$ cat src/dsp_defs.svh
`ifndef DSP_DEFS_SVH
`define DSP_DEFS_SVH
// register indices; byte address is four times the index
`define DSP_IDX_PWR 8'h87
`define DSP_IDX_CTL0 8'h98
`define DSP_IDX_BUF0 8'h99
`define DSP_IDX_BUF1 8'h9A
`define DSP_IDX_AUX1 8'hA2
`define DSP_IDX_TMR3 8'hC4
`define DSP_IDX_CTL1 8'hF8
`define DSP_IDX_ISTAT 8'h10
`define DSP_IDX_IMASK 8'h11
// field positions
`define DSP_B_DBL 7
`define DSP_B_FESEL 6
`define DSP_B_BRCK 5
`define DSP_B_PX 2
// reset values, writable masks and interrupt field width
`define DSP_RST_REG 8'h00
`define DSP_PWR_MASK 8'hDF
`define DSP_AUX_MASK 8'hED
`define DSP_IRQ_W 6
// bit periods, in clocks or timer overflows
`define DSP_M0_DIV 7'h0C
`define DSP_M0_FAST 7'h02
`define DSP_M2_DIV 7'h40
`define DSP_M2_FAST 7'h20
`define DSP_M13_DIV 7'h20
`define DSP_M13_FAST 7'h10
`endif

$ cat src/dsp_pkg.sv
package dsp_pkg;
    typedef enum logic [1:0] {
        DSP_SH_IDLE = 2'b00,
        DSP_SH_RUN = 2'b01
    } dsp_shift_t;
    typedef enum logic [1:0] {
        DSP_RX_IDLE = 2'b00,
        DSP_RX_START = 2'b01,
        DSP_RX_DATA = 2'b11
    } dsp_rx_t;
endpackage : dsp_pkg

$ cat src/dsp_uart.sv
// Operation
// - port0 double bit doubles mode2, timer1 modes
// - port0 select routes bit7 to mode/fe
// - port1 double bit doubles mode 2 only
// - port1 select routes bit7 to mode/fe
// - mode bits pick 8, 10 or 11-bit frames
// - mode0 clock/12, or /2 with multiproc bit
// - port0 modes 1,3: overflow/32, doubled /16
// - port0 mode2: clock/64, doubled /32
// - port1 modes 1,3: timer3 overflow/16 only
// - buffer write goes transmit, read gives receive
// - buffer write starts transmission
// - pin exchange swaps port0 pins at once
// - transmit-done flag set at stop bit start, mode 0 after last bit
// - receive-done flag set after stop sample, mode 0 after last bit
// - ten-bit frame: start, 8 lsb-first, stop
`timescale 1ns/1ns
`include "dsp_defs.svh"

module dsp_port (
    input wire logic mclk, // system clock
    input wire logic srst, // synchronous reset
    input wire logic wrCtl, // control register write
    input wire logic wrBuf, // data buffer write
    input wire logic [7:0] wrData, // write data
    input wire logic feSel, // bit 7 shows framing error
    input wire logic dblM2, // mode 2 halved divisor
    input wire logic dbl13, // modes 1,3 divisor 16
    input wire logic ovfTick, // baud timer overflow pulse
    input wire logic rxdIn, // filtered receive line
    output logic [7:0] ctlRd, // control readback
    output logic [7:0] rxData, // receive register
    output logic txd, // transmit line or shift clock
    output logic rxdOut, // mode 0 data out
    output logic rxdOe, // mode 0 data enable
    output logic txEv, // transmit done pulse
    output logic rxEv, // receive done pulse
    output logic feEv // framing error pulse
);
    function automatic logic [6:0] bitPeriod(input logic [1:0] m, input logic s2, input logic d2,
                                             input logic d13);
        if (m == 2'b00)
            return s2 ? `DSP_M0_FAST : `DSP_M0_DIV;
        else if (m == 2'b10)
            return d2 ? `DSP_M2_FAST : `DSP_M2_DIV;
        else
            return d13 ? `DSP_M13_FAST : `DSP_M13_DIV;
    endfunction : bitPeriod

    logic sm0_q, sm1_q, sm2_q, ren_q, tb8_q, rb8_q, ti_q, ri_q, fe_q;
    logic [10:0] sh_q;
    logic [3:0] shLeft_q;
    logic [6:0] shCnt_q;
    logic shRx_q;
    dsp_pkg::dsp_shift_t shSt_q;
    dsp_pkg::dsp_rx_t rxSt_q;
    logic [6:0] rxCnt_q;
    logic [3:0] rxN_q;
    logic [8:0] rxSr_q;
    logic rxPrev_q;

    wire [1:0] mode = {sm0_q, sm1_q};
    wire async = mode != 2'b00;
    wire m1 = mode == 2'b01;
    wire unit = sm1_q ? ovfTick : 1'b1;
    wire [6:0] period = bitPeriod(mode, sm2_q, dblM2, dbl13);
    wire [6:0] halfPer = {1'b0, period[6:1]};

    // shared shifter: async transmit, or mode 0 in either direction
    wire shBusy = shSt_q == dsp_pkg::DSP_SH_RUN;
    wire shEdge = shBusy & unit & (shCnt_q == period - 7'h01);
    wire lastBit = shEdge & (shLeft_q == 4'h1);
    // a write while busy is dropped; the frame in flight is not corrupted
    wire txGo = wrBuf & !shBusy;
    wire m0RxGo = !async & ren_q & !ri_q & !shBusy & !wrBuf;
    wire [3:0] frameLen = !async ? 4'h8 : (m1 ? 4'hA : 4'hB);
    wire [10:0] txFrame = async ? {1'b1, m1 | tb8_q, wrData, 1'b0} : {3'b111, wrData};
    wire [10:0] shIn = {rxdIn, sh_q[10:1]};

    assign txEv = shEdge & !shRx_q & (async ? shLeft_q == 4'h2 : shLeft_q == 4'h1);

    always_ff @(posedge mclk) begin
        if (srst) begin
            shSt_q <= dsp_pkg::DSP_SH_IDLE;
            sh_q <= 11'h7FF;
            shLeft_q <= 4'h0;
            shCnt_q <= 7'h00;
            shRx_q <= 1'b0;
        end else begin
            case (shSt_q)
                dsp_pkg::DSP_SH_IDLE: begin
                    shCnt_q <= 7'h00;
                    shLeft_q <= frameLen;
                    if (txGo | m0RxGo) begin
                        shSt_q <= dsp_pkg::DSP_SH_RUN;
                        shRx_q <= !txGo;
                        sh_q <= txGo ? txFrame : 11'h7FF;
                    end
                end
                dsp_pkg::DSP_SH_RUN: begin
                    if (shEdge) begin
                        shCnt_q <= 7'h00;
                        shLeft_q <= shLeft_q - 4'h1;
                        sh_q <= shIn;
                        if (lastBit)
                            shSt_q <= dsp_pkg::DSP_SH_IDLE;
                    end else if (unit) begin
                        shCnt_q <= shCnt_q + 7'h01;
                    end
                end
                default: shSt_q <= dsp_pkg::DSP_SH_IDLE;
            endcase
        end
    end

    // pin drivers; mode 0 clock is low in the first half of each bit
    wire txdD = !shBusy ? 1'b1 : (async ? sh_q[0] : shCnt_q >= halfPer);
    always_ff @(posedge mclk) begin
        if (srst) begin
            txd <= 1'b1;
            rxdOut <= 1'b1;
            rxdOe <= 1'b0;
        end else begin
            txd <= txdD;
            rxdOut <= sh_q[0];
            rxdOe <= shBusy & !async & !shRx_q;
        end
    end

    // asynchronous receiver, sampling mid-bit
    wire rxFall = rxPrev_q & !rxdIn;
    wire [6:0] rxTarget = rxSt_q == dsp_pkg::DSP_RX_START ? halfPer - 7'h01 : period - 7'h01;
    wire rxTick = unit & (rxCnt_q == rxTarget);
    wire [3:0] nData = m1 ? 4'h8 : 4'h9;
    wire stopTick = rxTick & (rxSt_q == dsp_pkg::DSP_RX_DATA) & (rxN_q == nData);
    wire ninth = m1 ? rxdIn : rxSr_q[8];
    wire [7:0] rxByte = m1 ? rxSr_q[8:1] : rxSr_q[7:0];
    wire rxAccept = stopTick & !ri_q & (!sm2_q | ninth);
    assign feEv = stopTick & !rxdIn;
    assign rxEv = rxAccept | (lastBit & shRx_q);

    always_ff @(posedge mclk) begin
        if (srst) begin
            rxSt_q <= dsp_pkg::DSP_RX_IDLE;
            rxCnt_q <= 7'h00;
            rxN_q <= 4'h0;
            rxSr_q <= 9'h000;
            rxPrev_q <= 1'b1;
        end else begin
            rxPrev_q <= rxdIn;
            rxCnt_q <= rxTick ? 7'h00 : (unit ? rxCnt_q + 7'h01 : rxCnt_q);
            case (rxSt_q)
                dsp_pkg::DSP_RX_IDLE: begin
                    rxCnt_q <= 7'h00;
                    rxN_q <= 4'h0;
                    if (async & ren_q & rxFall)
                        rxSt_q <= dsp_pkg::DSP_RX_START;
                end
                dsp_pkg::DSP_RX_START: begin
                    // a start bit that does not hold to mid-bit is noise
                    if (rxTick)
                        rxSt_q <= rxdIn ? dsp_pkg::DSP_RX_IDLE : dsp_pkg::DSP_RX_DATA;
                end
                dsp_pkg::DSP_RX_DATA: begin
                    if (stopTick) begin
                        rxSt_q <= dsp_pkg::DSP_RX_IDLE;
                    end else if (rxTick) begin
                        rxSr_q <= {rxdIn, rxSr_q[8:1]};
                        rxN_q <= rxN_q + 4'h1;
                    end
                end
                default: rxSt_q <= dsp_pkg::DSP_RX_IDLE;
            endcase
        end
    end

    // control bits; hardware set wins over a software write
    always_ff @(posedge mclk) begin
        if (srst) begin
            {sm0_q, sm1_q, sm2_q, ren_q, tb8_q, rb8_q, ti_q, ri_q} <= `DSP_RST_REG;
            fe_q <= 1'b0;
            rxData <= `DSP_RST_REG;
        end else begin
            if (wrCtl) begin
                if (!feSel)
                    sm0_q <= wrData[7];
                {sm1_q, sm2_q, ren_q, tb8_q} <= wrData[6:3];
            end
            fe_q <= feEv | ((wrCtl & feSel) ? wrData[7] : fe_q);
            ti_q <= txEv | (wrCtl ? wrData[1] : ti_q);
            ri_q <= rxEv | (wrCtl ? wrData[0] : ri_q);
            rb8_q <= rxAccept ? ninth : (wrCtl ? wrData[2] : rb8_q);
            if (rxAccept)
                rxData <= rxByte;
            else if (lastBit & shRx_q)
                rxData <= shIn[10:3];
        end
    end

    assign ctlRd = {feSel ? fe_q : sm0_q, sm1_q, sm2_q, ren_q, tb8_q, rb8_q, ti_q, ri_q};
endmodule : dsp_port

module dsp_uart (
    input wire logic mclk, // system clock, 25 MHz
    input wire logic srst, // synchronous reset
    input wire logic [9:0] wb_adr_i, // byte address
    input wire logic [31:0] wb_dat_i, // write data
    output logic [31:0] wb_dat_o, // read data
    input wire logic wb_we_i, // write enable
    input wire logic [3:0] wb_sel_i, // byte lanes
    input wire logic wb_stb_i, // strobe
    input wire logic wb_cyc_i, // cycle
    output logic wb_ack_o, // acknowledge
    input wire logic t1Ovf, // timer 1 overflow pulse
    input wire logic t3Ovf, // timer 3 overflow pulse
    input wire logic p06In, // pin P0.6 level
    output logic p06Out, // pin P0.6 drive value
    output logic p06Oe, // pin P0.6 drive enable
    input wire logic p07In, // pin P0.7 level
    output logic p07Out, // pin P0.7 drive value
    output logic p07Oe, // pin P0.7 drive enable
    output logic p1TxdOut, // port 1 transmit pin
    input wire logic p1RxdIn, // port 1 receive pin level
    output logic p1RxdOut, // port 1 receive pin drive
    output logic p1RxdOe, // port 1 receive pin enable
    output logic irq // level interrupt
);
    logic ack_q;
    logic [31:0] dat_q;
    logic [7:0] pwr_q, aux_q, tmr3_q;
    logic [`DSP_IRQ_W-1:0] istat_q, imask_q;
    logic [2:0] sy0_q, sy1_q;
    logic filt0_q, filt1_q;
    logic [7:0] ctl0, ctl1, rx0, rx1;
    logic txd0, rxo0, rxe0, txd1;
    logic tx0Ev, rx0Ev, fe0Ev, tx1Ev, rx1Ev, fe1Ev;

    wire req = wb_cyc_i & wb_stb_i;
    wire wr = req & ack_q & wb_we_i & wb_sel_i[0];
    wire [7:0] idx = wb_adr_i[9:2];
    wire [7:0] wd = wb_dat_i[7:0];
    wire wrPwr = wr & (idx == `DSP_IDX_PWR);
    wire wrCtl0 = wr & (idx == `DSP_IDX_CTL0);
    wire wrBuf0 = wr & (idx == `DSP_IDX_BUF0);
    wire wrBuf1 = wr & (idx == `DSP_IDX_BUF1);
    wire wrAux = wr & (idx == `DSP_IDX_AUX1);
    wire wrTmr3 = wr & (idx == `DSP_IDX_TMR3);
    wire wrCtl1 = wr & (idx == `DSP_IDX_CTL1);
    wire wrIst = wr & (idx == `DSP_IDX_ISTAT);
    wire wrImk = wr & (idx == `DSP_IDX_IMASK);
    wire [`DSP_IRQ_W-1:0] ev = {fe1Ev, rx1Ev, tx1Ev, fe0Ev, rx0Ev, tx0Ev};

    wire [7:0] rdMux =
        idx == `DSP_IDX_PWR ? pwr_q :
        idx == `DSP_IDX_CTL0 ? ctl0 :
        idx == `DSP_IDX_BUF0 ? rx0 :
        idx == `DSP_IDX_BUF1 ? rx1 :
        idx == `DSP_IDX_AUX1 ? aux_q :
        idx == `DSP_IDX_TMR3 ? tmr3_q :
        idx == `DSP_IDX_CTL1 ? ctl1 :
        idx == `DSP_IDX_ISTAT ? {2'b00, istat_q} :
        idx == `DSP_IDX_IMASK ? {2'b00, imask_q} : 8'h00;

    wire px = aux_q[`DSP_B_PX];
    wire brck = tmr3_q[`DSP_B_BRCK];
    wire dbl0 = pwr_q[`DSP_B_DBL];
    wire ovf0 = brck ? t3Ovf : t1Ovf;
    // doubling only applies when timer 1 is the source
    wire dbl013 = dbl0 & !brck;

    always_ff @(posedge mclk) begin
        if (srst) begin
            ack_q <= 1'b0;
            dat_q <= 32'h0000_0000;
        end else begin
            ack_q <= req & !ack_q;
            dat_q <= {24'h00_0000, rdMux};
        end
    end
    assign wb_ack_o = ack_q;
    assign wb_dat_o = dat_q;

    always_ff @(posedge mclk) begin
        if (srst) begin
            pwr_q <= `DSP_RST_REG;
            aux_q <= `DSP_RST_REG;
            tmr3_q <= `DSP_RST_REG;
            imask_q <= '0;
            istat_q <= '0;
        end else begin
            if (wrPwr)
                pwr_q <= wd & `DSP_PWR_MASK;
            if (wrAux)
                aux_q <= wd & `DSP_AUX_MASK;
            if (wrTmr3)
                tmr3_q <= wd;
            if (wrImk)
                imask_q <= wd[`DSP_IRQ_W-1:0];
            istat_q <= ev | (istat_q & ~(wrIst ? wd[`DSP_IRQ_W-1:0] : '0));
        end
    end
    assign irq = |(istat_q & imask_q);

    // receive lines: three stages, a change counts once stages two and three agree
    wire raw0 = px ? p06In : p07In;
    always_ff @(posedge mclk) begin
        if (srst) begin
            sy0_q <= 3'h7;
            sy1_q <= 3'h7;
            filt0_q <= 1'b1;
            filt1_q <= 1'b1;
        end else begin
            sy0_q <= {sy0_q[1:0], raw0};
            sy1_q <= {sy1_q[1:0], p1RxdIn};
            if (sy0_q[1] == sy0_q[2])
                filt0_q <= sy0_q[2];
            if (sy1_q[1] == sy1_q[2])
                filt1_q <= sy1_q[2];
        end
    end

    // swapping mid-frame is not guarded; software must avoid it
    assign p06Out = px ? rxo0 : txd0;
    assign p06Oe = px ? rxe0 : 1'b1;
    assign p07Out = px ? txd0 : rxo0;
    assign p07Oe = px ? 1'b1 : rxe0;

    dsp_port port0 (
        .mclk(mclk), .srst(srst), .wrCtl(wrCtl0), .wrBuf(wrBuf0), .wrData(wd),
        .feSel(pwr_q[`DSP_B_FESEL]), .dblM2(dbl0), .dbl13(dbl013), .ovfTick(ovf0),
        .rxdIn(filt0_q), .ctlRd(ctl0), .rxData(rx0), .txd(txd0), .rxdOut(rxo0), .rxdOe(rxe0),
        .txEv(tx0Ev), .rxEv(rx0Ev), .feEv(fe0Ev)
    );
    dsp_port port1 (
        .mclk(mclk), .srst(srst), .wrCtl(wrCtl1), .wrBuf(wrBuf1), .wrData(wd),
        .feSel(tmr3_q[`DSP_B_FESEL]), .dblM2(tmr3_q[`DSP_B_DBL]), .dbl13(1'b1), .ovfTick(t3Ovf),
        .rxdIn(filt1_q), .ctlRd(ctl1), .rxData(rx1), .txd(p1TxdOut), .rxdOut(p1RxdOut), .rxdOe(p1RxdOe),
        .txEv(tx1Ev), .rxEv(rx1Ev), .feEv(fe1Ev)
    );
endmodule : dsp_uart

$ cat config.mk
export PLATFORM = sky130hd
export DESIGN_NAME = dsp_uart
export DESIGN_NICKNAME = d
export VERILOG_FILES = /design/src/dsp_pkg.sv /design/src/dsp_uart.sv
export VERILOG_INCLUDE_DIRS = /design/src
export SDC_FILE = /design/constraint.sdc
export NUM_CORES = 1
export LEC_CHECK = 0
export BUFFER_PORTS_ARGS = -buffer_cell sky130_fd_sc_hd__buf_2
export CAP_MARGIN = 20
export CORE_MARGIN = 8
export CORE_UTILIZATION = 55
export CTS_CLUSTER_SIZE = 12
export DETAILED_ROUTE_END_ITERATION = 10
export PLACE_DENSITY = 0.83
export SETUP_SLACK_MARGIN = 0.5
export SYNTH_ARGS = -nofsm -noshare
export SYNTH_HDL_FRONTEND = slang
export SYNTH_SLANG_ARGS = --single-unit
$ cat constraint.sdc
create_clock -name mclk -period 6.6 [get_ports mclk]
set_input_delay 0.99 -clock mclk [delete_from_list [all_inputs] [get_ports mclk]]
set_output_delay 0.99 -clock mclk [all_outputs]
set_load 0.02 [all_outputs]
Yosys cells after proc, flatten, opt, wreduce, memory -nomap -nowiden
Cells that the tools add are included.
{"block": "classes", "n_reduce_logical": 57, "n_eq_ne": 49, "add_sub_neg": 12, "n_lt_le_gt_ge": 2, "bitwise_logic": 85, "mux": 103}
{"operator": "$mux W8", "count": 13}
{"operator": "$mux W7", "count": 12}
{"operator": "$mux W11", "count": 6}
{"operator": "$and A1 B1 Y1", "count": 61}
{"operator": "$eq A8 B8 Y1 const B", "count": 7}
{"operator": "$pmux W11 S2", "count": 2}
{"operator": "$mux W4", "count": 10}
{"operator": "$pmux W4 S2", "count": 4}
{"operator": "$mux W1", "count": 30}
{"operator": "$reduce_and A3 Y1", "count": 10}
{"operator": "$add A7 B1 Y7 const B", "count": 4}
{"operator": "$eq A7 B7 Y1", "count": 4}
{"operator": "$mux W2", "count": 14}
{"operator": "$pmux W7 S2", "count": 2}
{"operator": "$mux W6", "count": 4}
{"operator": "$mux W10", "count": 2}
{"operator": "$ne A2 B1 Y1 const B", "count": 10}
{"operator": "$reduce_bool A2 Y1", "count": 10}
{"operator": "$logic_not A1 Y1", "count": 18}
{"operator": "$eq A8 B5 Y1 const B", "count": 2}
{"operator": "$reduce_and A2 Y1", "count": 8}
{"operator": "$ge A7 B6 Y1", "count": 2}
{"operator": "$or A1 B1 Y1", "count": 14}
{"operator": "$sub A6 B1 Y7 const B", "count": 2}
{"operator": "21 further kinds", "count": 57}
{"block": "word_totals", "output_inout_bits": 41, "elab_cells": 366, "reg_bits": 210}

Longest topological paths before layout
{"block": "depth", "ltp_word": 15, "ltp_mapped": 12, "depth_no_buf": 11}

By module
A second synthesis with hierarchy kept.
{"block": "hier_totals", "hier_cells": 1187, "area_unflattened_um2": 10385.0}
{"mod": "dsp_port (port0)", "seq_area_each_um2": 1341.3, "instances": 1, "cells_per_inst": 426, "area_each_um2": 3809.9}
{"mod": "dsp_port (port1)", "seq_area_each_um2": 1341.3, "instances": 1, "cells_per_inst": 433, "area_each_um2": 3749.8}
{"mod": "dsp_uart", "seq_area_each_um2": 1001.0, "instances": 1, "cells_per_inst": 328, "area_each_um2": 2825.2}

Worst setup path after synthesis
OpenSTA, ideal clock, no wires.
{"block": "synth_timing", "path_type": "reg2reg", "start": "register port1.sm0_q", "end": "register port1.rxData[0]", "required_ns": 6.514, "arrival_time_ns": 2.799, "path_stages_with_launch": 10, "path_slack_ns": 3.715, "setup_time_ns": 0.086, "cell_sequence": "dfxtp_1 clkbuf_1 or3_1 ha_1 xnor2_1 or4_4 nor4b_4 mux2i_1 nor2_1 a211oi_1"}
{"block": "synth_between", "elab_chain_len": 12}
{"element": "start, declared", "line_no": "dsp_uart.sv:50", "text": "logic sm0_q, sm1_q, sm2_q, ren_q, tb8_q, rb8_q, ti_q, ri_q, fe_q;"}
{"element": "start signal, assigned", "line_no": "dsp_uart.sv:180", "text": "{sm0_q, sm1_q, sm2_q, ren_q, tb8_q, rb8_q, ti_q, ri_q} <= `DSP_RST_REG;"}
{"element": "start signal, assigned", "line_no": "dsp_uart.sv:186", "text": "sm0_q <= wrData[7];"}
{"element": "$eq A2 B2 Y1", "line_no": "dsp_uart.sv:44", "text": "else if (m == 2'b10)"}
{"element": "$mux W7", "line_no": "dsp_uart.sv:44"}
{"element": "$mux W7", "line_no": "dsp_uart.sv:42", "text": "if (m == 2'b00)"}
{"element": "$sub A7 B1 Y7 or $sub A6 B1 Y7 (tied branches)", "line_no": "dsp_uart.sv:71, dsp_uart.sv:132"}
{"element": "$mux W7", "line_no": "dsp_uart.sv:132", "text": "wire [6:0] rxTarget = rxSt_q == dsp_pkg::DSP_RX_START ? halfPer - 7'h01 : period - 7'h01;"}
{"element": "$eq A7 B7 Y1", "line_no": "dsp_uart.sv:133", "text": "wire rxTick = unit & (rxCnt_q == rxTarget);"}
{"element": "$and A1 B1 Y1", "line_no": "dsp_uart.sv:133"}
{"element": "$and A1 B1 Y1 (2 in series)", "line_no": "dsp_uart.sv:135", "text": "wire stopTick = rxTick & (rxSt_q == dsp_pkg::DSP_RX_DATA) & (rxN_q == nData);"}
{"element": "$and A1 B1 Y1 (2 in series)", "line_no": "dsp_uart.sv:138", "text": "wire rxAccept = stopTick & !ri_q & (!sm2_q | ninth);"}
{"element": "$mux W8 or $reduce_bool A2 Y1 (tied branches)"}
{"element": "end signal, assigned", "line_no": "dsp_uart.sv:182", "text": "rxData <= `DSP_RST_REG;"}
{"element": "end signal, assigned", "line_no": "dsp_uart.sv:194", "text": "rxData <= rxByte;"}
{"element": "end signal, assigned", "line_no": "dsp_uart.sv:196", "text": "rxData <= shIn[10:3];"}
{"element": "end, declared", "line_no": "dsp_uart.sv:32", "text": "output logic [7:0] rxData,"}
Several ways; a longest one is shown, not always the timed one.
A chain may end at the register's enable or synchronous reset.

Worst setup path in the final report
{"block": "layout_timing", "start": "register port1.sm1_q", "end": "register port1.rxData[2]"}
{"block": "layout_between", "elab_chain_len": 12}
{"element": "start, declared", "line_no": "dsp_uart.sv:50"}
{"element": "start signal, assigned", "line_no": "dsp_uart.sv:180"}
{"element": "start signal, assigned", "line_no": "dsp_uart.sv:187", "text": "{sm1_q, sm2_q, ren_q, tb8_q} <= wrData[6:3];"}
{"element": "$eq A2 B2 Y1", "line_no": "dsp_uart.sv:44"}
{"element": "$mux W7", "line_no": "dsp_uart.sv:44"}
{"element": "$mux W7", "line_no": "dsp_uart.sv:42"}
{"element": "$sub A7 B1 Y7 or $sub A6 B1 Y7 (tied branches)", "line_no": "dsp_uart.sv:71, dsp_uart.sv:132"}
{"element": "$mux W7", "line_no": "dsp_uart.sv:132"}
{"element": "$eq A7 B7 Y1", "line_no": "dsp_uart.sv:133"}
{"element": "$and A1 B1 Y1", "line_no": "dsp_uart.sv:133"}
{"element": "$and A1 B1 Y1 (2 in series)", "line_no": "dsp_uart.sv:135"}
{"element": "$and A1 B1 Y1 (2 in series)", "line_no": "dsp_uart.sv:138"}
{"element": "$mux W8 or $reduce_bool A2 Y1 (tied branches)"}
Several ways; a longest one is shown, not always the timed one.

==> results.md <==
- The final hold slack is 0.412 ns.
- The mapped cell area is 9750 um^2.
- During placement, the flow inserted port buffers numbering 43.
- Clock-pin slew was measured on the worst setup and hold paths at 0.07 ns.
- The count of cells resized by post-cts repair is 0.
- Relative to the synthesized area, the layout overhead comes to 8.67%.
- At the end of routability-driven placement, the weighted congestion stood at 0.958.
- The CTS tree is done.
- In this run the number of H-tree levels came out at 4.
- For this block, the routed nets add up to 24500 um of wire.
- The library cells used most frequently in the layout, excluding fill and tap cells, are sky130_fd_sc_hd__dfxtp_1, sky130_fd_sc_hd__nor2_1, sky130_fd_sc_hd__nand2_1, sky130_fd_sc_hd__mux2i_1, sky130_fd_sc_hd__a21oi_1.
- The hold violation total from the final report is 0.
- For this block, the via count after detailed routing is 8518.
- Of the total power, the share spent switching nets is 24.3%.
- After synthesis the netlist holds a flip-flop and latch count of 184.
- The tool flagged a number of max-cap violations equal to 0.
- In this run the power density over the cells is 215 nW/um^2.
- The number of antenna violations at the first check in global routing is 1.
- The slew of the pin with the lowest slew margin is 1.14 ns.
- The total internal power is 1.72 mW.
- The root buffer selected by CTS is sky130_fd_sc_hd__clkbuf_16.
- The combinational fraction of design power is 4.0%.
- Global routing used 21.8% of the available tracks.
- For this run, the detailed router's first-pass iteration total came to 5.
- The total instance count after detailed placement is 1369.
- Among all flip-flop cells after synthesis, the most frequent one is sky130_fd_sc_hd__dfxtp_1.
- The TritonCTS buffer count is 17.
- Along the worst hold path, the cell count comes to 1.
- The die boundary width is 149 um.
- The analysis attributes to cell leakage a power of 3.92 nW.
- The total core area is 17300 um^2.
- The die outline area is 22200 um^2.
- The clock network accounts for 47.0% of the total power.
- For this design, the CTS-stage hold fixing added 0 buffers.
- In this run the vertical extent of the chip is 149 um.
- The number of diodes added for antenna fixing is 0.
- The overflow left after global routing is 0.
- The TritonCTS sink count is 184.
- The worst hold-check path type is flip-flop to flip-flop.
- The clock period minus final worst setup slack is 4.01 ns.
- VDD sags by at most 0.197 mV.
- Of the available clock period, the critical path in the final layout requires 60.7%.
- The average cell area after synthesis is 8.39 um^2.
- The number of different library cells used by synthesis comes to 70.
- The number of non-filler instances in the completed layout is 1404.
- Overall power consumption after layout is estimated at 2.28 mW.
- The analysis attributes to net switching a power of 554 uW.
- At the later pin of the worst-skew pair, clock insertion delay measures 0.45 ns.
- The first global-routing pass estimated 39200 um of wire.
- The detailed-route vias per instance is 6.07.
- Setup repair after global routing left no endpoint under its margin.
- In this run the post-CTS setup repair buffer count came out at 0.
- The reg-to-reg critical path endpoint is port1.rxData[2].
- The critical hold path startpoint is sy1_q[0].
- The startpoint identified for the worst register-to-register timing path is port1.sm1_q.
- Once routing completed, OpenROAD measured the worst setup slack at 2.59 ns.
- The top-level port count is 97.
- The number of failing setup endpoints in the final timing report is 0.
- Of the cells placed in the final design, the portion with a size suffix greater than 1 is 10.1%.
- The share of synthesized registers carrying an async set or reset is 0%.
- The worst slack at placement is 2.61 ns.
- The aggregate negative setup slack is 0 ns.
- The detailed placer's ending HPWL is 16800 um.
- The layout filler cell count is 1461.
- Entering global routing, the biggest net connects 91 pins.
- The library cell used most frequently in the layout, excluding fill and tap cells, is sky130_fd_sc_hd__dfxtp_1.
- Once detail routing completed, the nets flagged for antenna violations numbered 0.
- The total of warnings raised by yosys is 0.
- The flow ran to the end, and the final reports show no timing, DRC or antenna violations.
- The depth of the worst register-to-register path is 9.
- In the routed design, unresolved DRC markers number 0.
- In the final layout, flip-flops and latches occupy 3680 um^2.
- The sequential-to-total area share from yosys stat is 37.8%.
- The final count of pins violating max slew is 0.
- STA puts the critical path data required time at 6.95 ns.
- The largest fanout on the critical path is 13.
- The clock passes through at most 2 buffers.
- Of the total power, registers draw 49.0%.
- The normalized max-slew margin is 23.3%.
- The critical path endpoint category is a flip-flop.
- Once the floorplan was initialized, standard cells occupied 56.4% of the core.
- The setup path with the least slack is of type flip-flop to flip-flop.
- For hold timing, the worst endpoint is sy1_q[1].
- The highest clock frequency the design can meet is 0.249 GHz.
- The number of nets in the layout is 1253.
- STA classifies the critical path startpoint as a flip-flop.
- The number of DRC markers in iteration 0 is 939.
- The synthesized design contains 0 enable-type register cells.
- The synthesized instance count is 1163.
- The number of global-route vias before repair is 7754.
- The signal arrival time at the worst endpoint is 4.36 ns.
- The average wire per standard cell is 17.4 um.
- The area taken by multi-input logic gates is 5520 um^2.
- On the final layout, the worst clock skew is 0.0102 ns.
- The register-to-register setup slack is 2.59 ns.
- The floorplan has 48 rows.
worst max-delay path by stage:
stage,from,slack (ns),to
CTS,port1.sm1_q,2.57,port1.rxData[0]
finish,port1.sm1_q,2.59,port1.rxData[2]
global route,port1.sm1_q,2.32,port1.rxData[4]
global placement,port1.sm1_q,2.68,port1.rxData[2]
detailed placement,port1.sm1_q,2.61,port1.rxData[0]
floorplan,port1.sm0_q,3.72,port1.rxData[0]
cell families (layout without fill, tap and decap cells):
group | after synthesis | in the layout | share of synthesized area, %
adder cells (fa/ha/maj) | 31 | 31 | 3.98
multiplexers | 89 | 89 | 9.28
buffers and inverters | 140 | 133 | 6.63
XOR/XNOR | 39 | 39 | 3.50
other | 1 | 24 | 0.0385
AO/OA/AOI/OAI | 269 | 269 | 18.2
AND/OR/NAND/NOR | 410 | 410 | 20.6
flip-flops | 184 | 184 | 37.8
through the flow:
step	util [%]	cell area [um^2]
after detailed placement	57.5	9950
after global placement	57.5	9950
after CTS	61.1	10600
after global routing	61.3	10600
after floorplan	-	9840
final	61.3	10600
Yosys cell counts, drive strengths merged, types with 11 or more instances:
library cell	number	area share, %
nand2b	17	1.1
a211o	23	2.1
buf	41	2.8
xnor2	22	2.0
nor2b	23	1.5
a21oi	80	4.1
mux2i	81	8.3
nand2	82	3.2
inv	45	1.7
xor2	17	1.5
nand4	13	0.83
nand3	34	1.7
a211oi	37	2.8
dfxtp	184	38
o22ai	20	1.3
clkbuf	54	2.1
ha	31	4.0
or2	12	0.77
o21ai	35	1.8
a221oi	11	0.99
nor3	22	1.2
nor2	153	6.0
state kept, by name, indices dropped and copies added, names as in the netlist, 8 cells and up:
register,flops
tmr3_q,8
port0.rxData,8
port0.sh_q,11
wb_dat_o,8
port0.rxSr_q,9
port1.rxData,8
port1.sh_q,11
port1.rxSr_q,9
worst max-delay path, cell delays in order, from the launching register on:
cell	delay [ns]
sky130_fd_sc_hd__dfxtp_1	0.42
sky130_fd_sc_hd__nor2_1	0.89
sky130_fd_sc_hd__nand2_1	0.26
sky130_fd_sc_hd__ha_1	0.42
sky130_fd_sc_hd__xnor2_1	0.16
sky130_fd_sc_hd__or4_4	0.57
sky130_fd_sc_hd__nor4b_4	0.64
sky130_fd_sc_hd__mux2i_1	0.29
sky130_fd_sc_hd__nor2_1	0.06
sky130_fd_sc_hd__a211oi_1	0.21
metal layers:
metal / global-route usage (%) / wire [um] / part of all wire [%] / up-vias
met3: 6.10 / 2170 / 8.9 / 74
met5: 0 / 13 / 0.053 / -
li1: - / - / - / 4090
met2: 35.6 / 11800 / 48 / 382
met4: 10.3 / 743 / 3.0 / 2
met1: 26.2 / 9740 / 40 / 3970
power by group through the flow:
stage	Sequential [mW]	Clock, mW	Combinational [mW]
2_1_floorplan	1.14	0	0.0703
3_3_place_gp	1.14	0	0.0859
3_5_place_dp	1.14	0	0.0872
4_1_cts	1.12	1.08	0.0874
5_1_grt	1.12	1.13	0.0969
6_report	1.12	1.07	0.0901
cell type report:
cell class,instances,area share (%)
well taps,225,2.66
clock buffers,18,4.14
repair buffers,56,3.01
flip-flops and latches,184,34.8
clock inverters,14,1.75
multi-input cells,862,52.1
inverters,45,1.59
(Power assumes the default switching activity.)
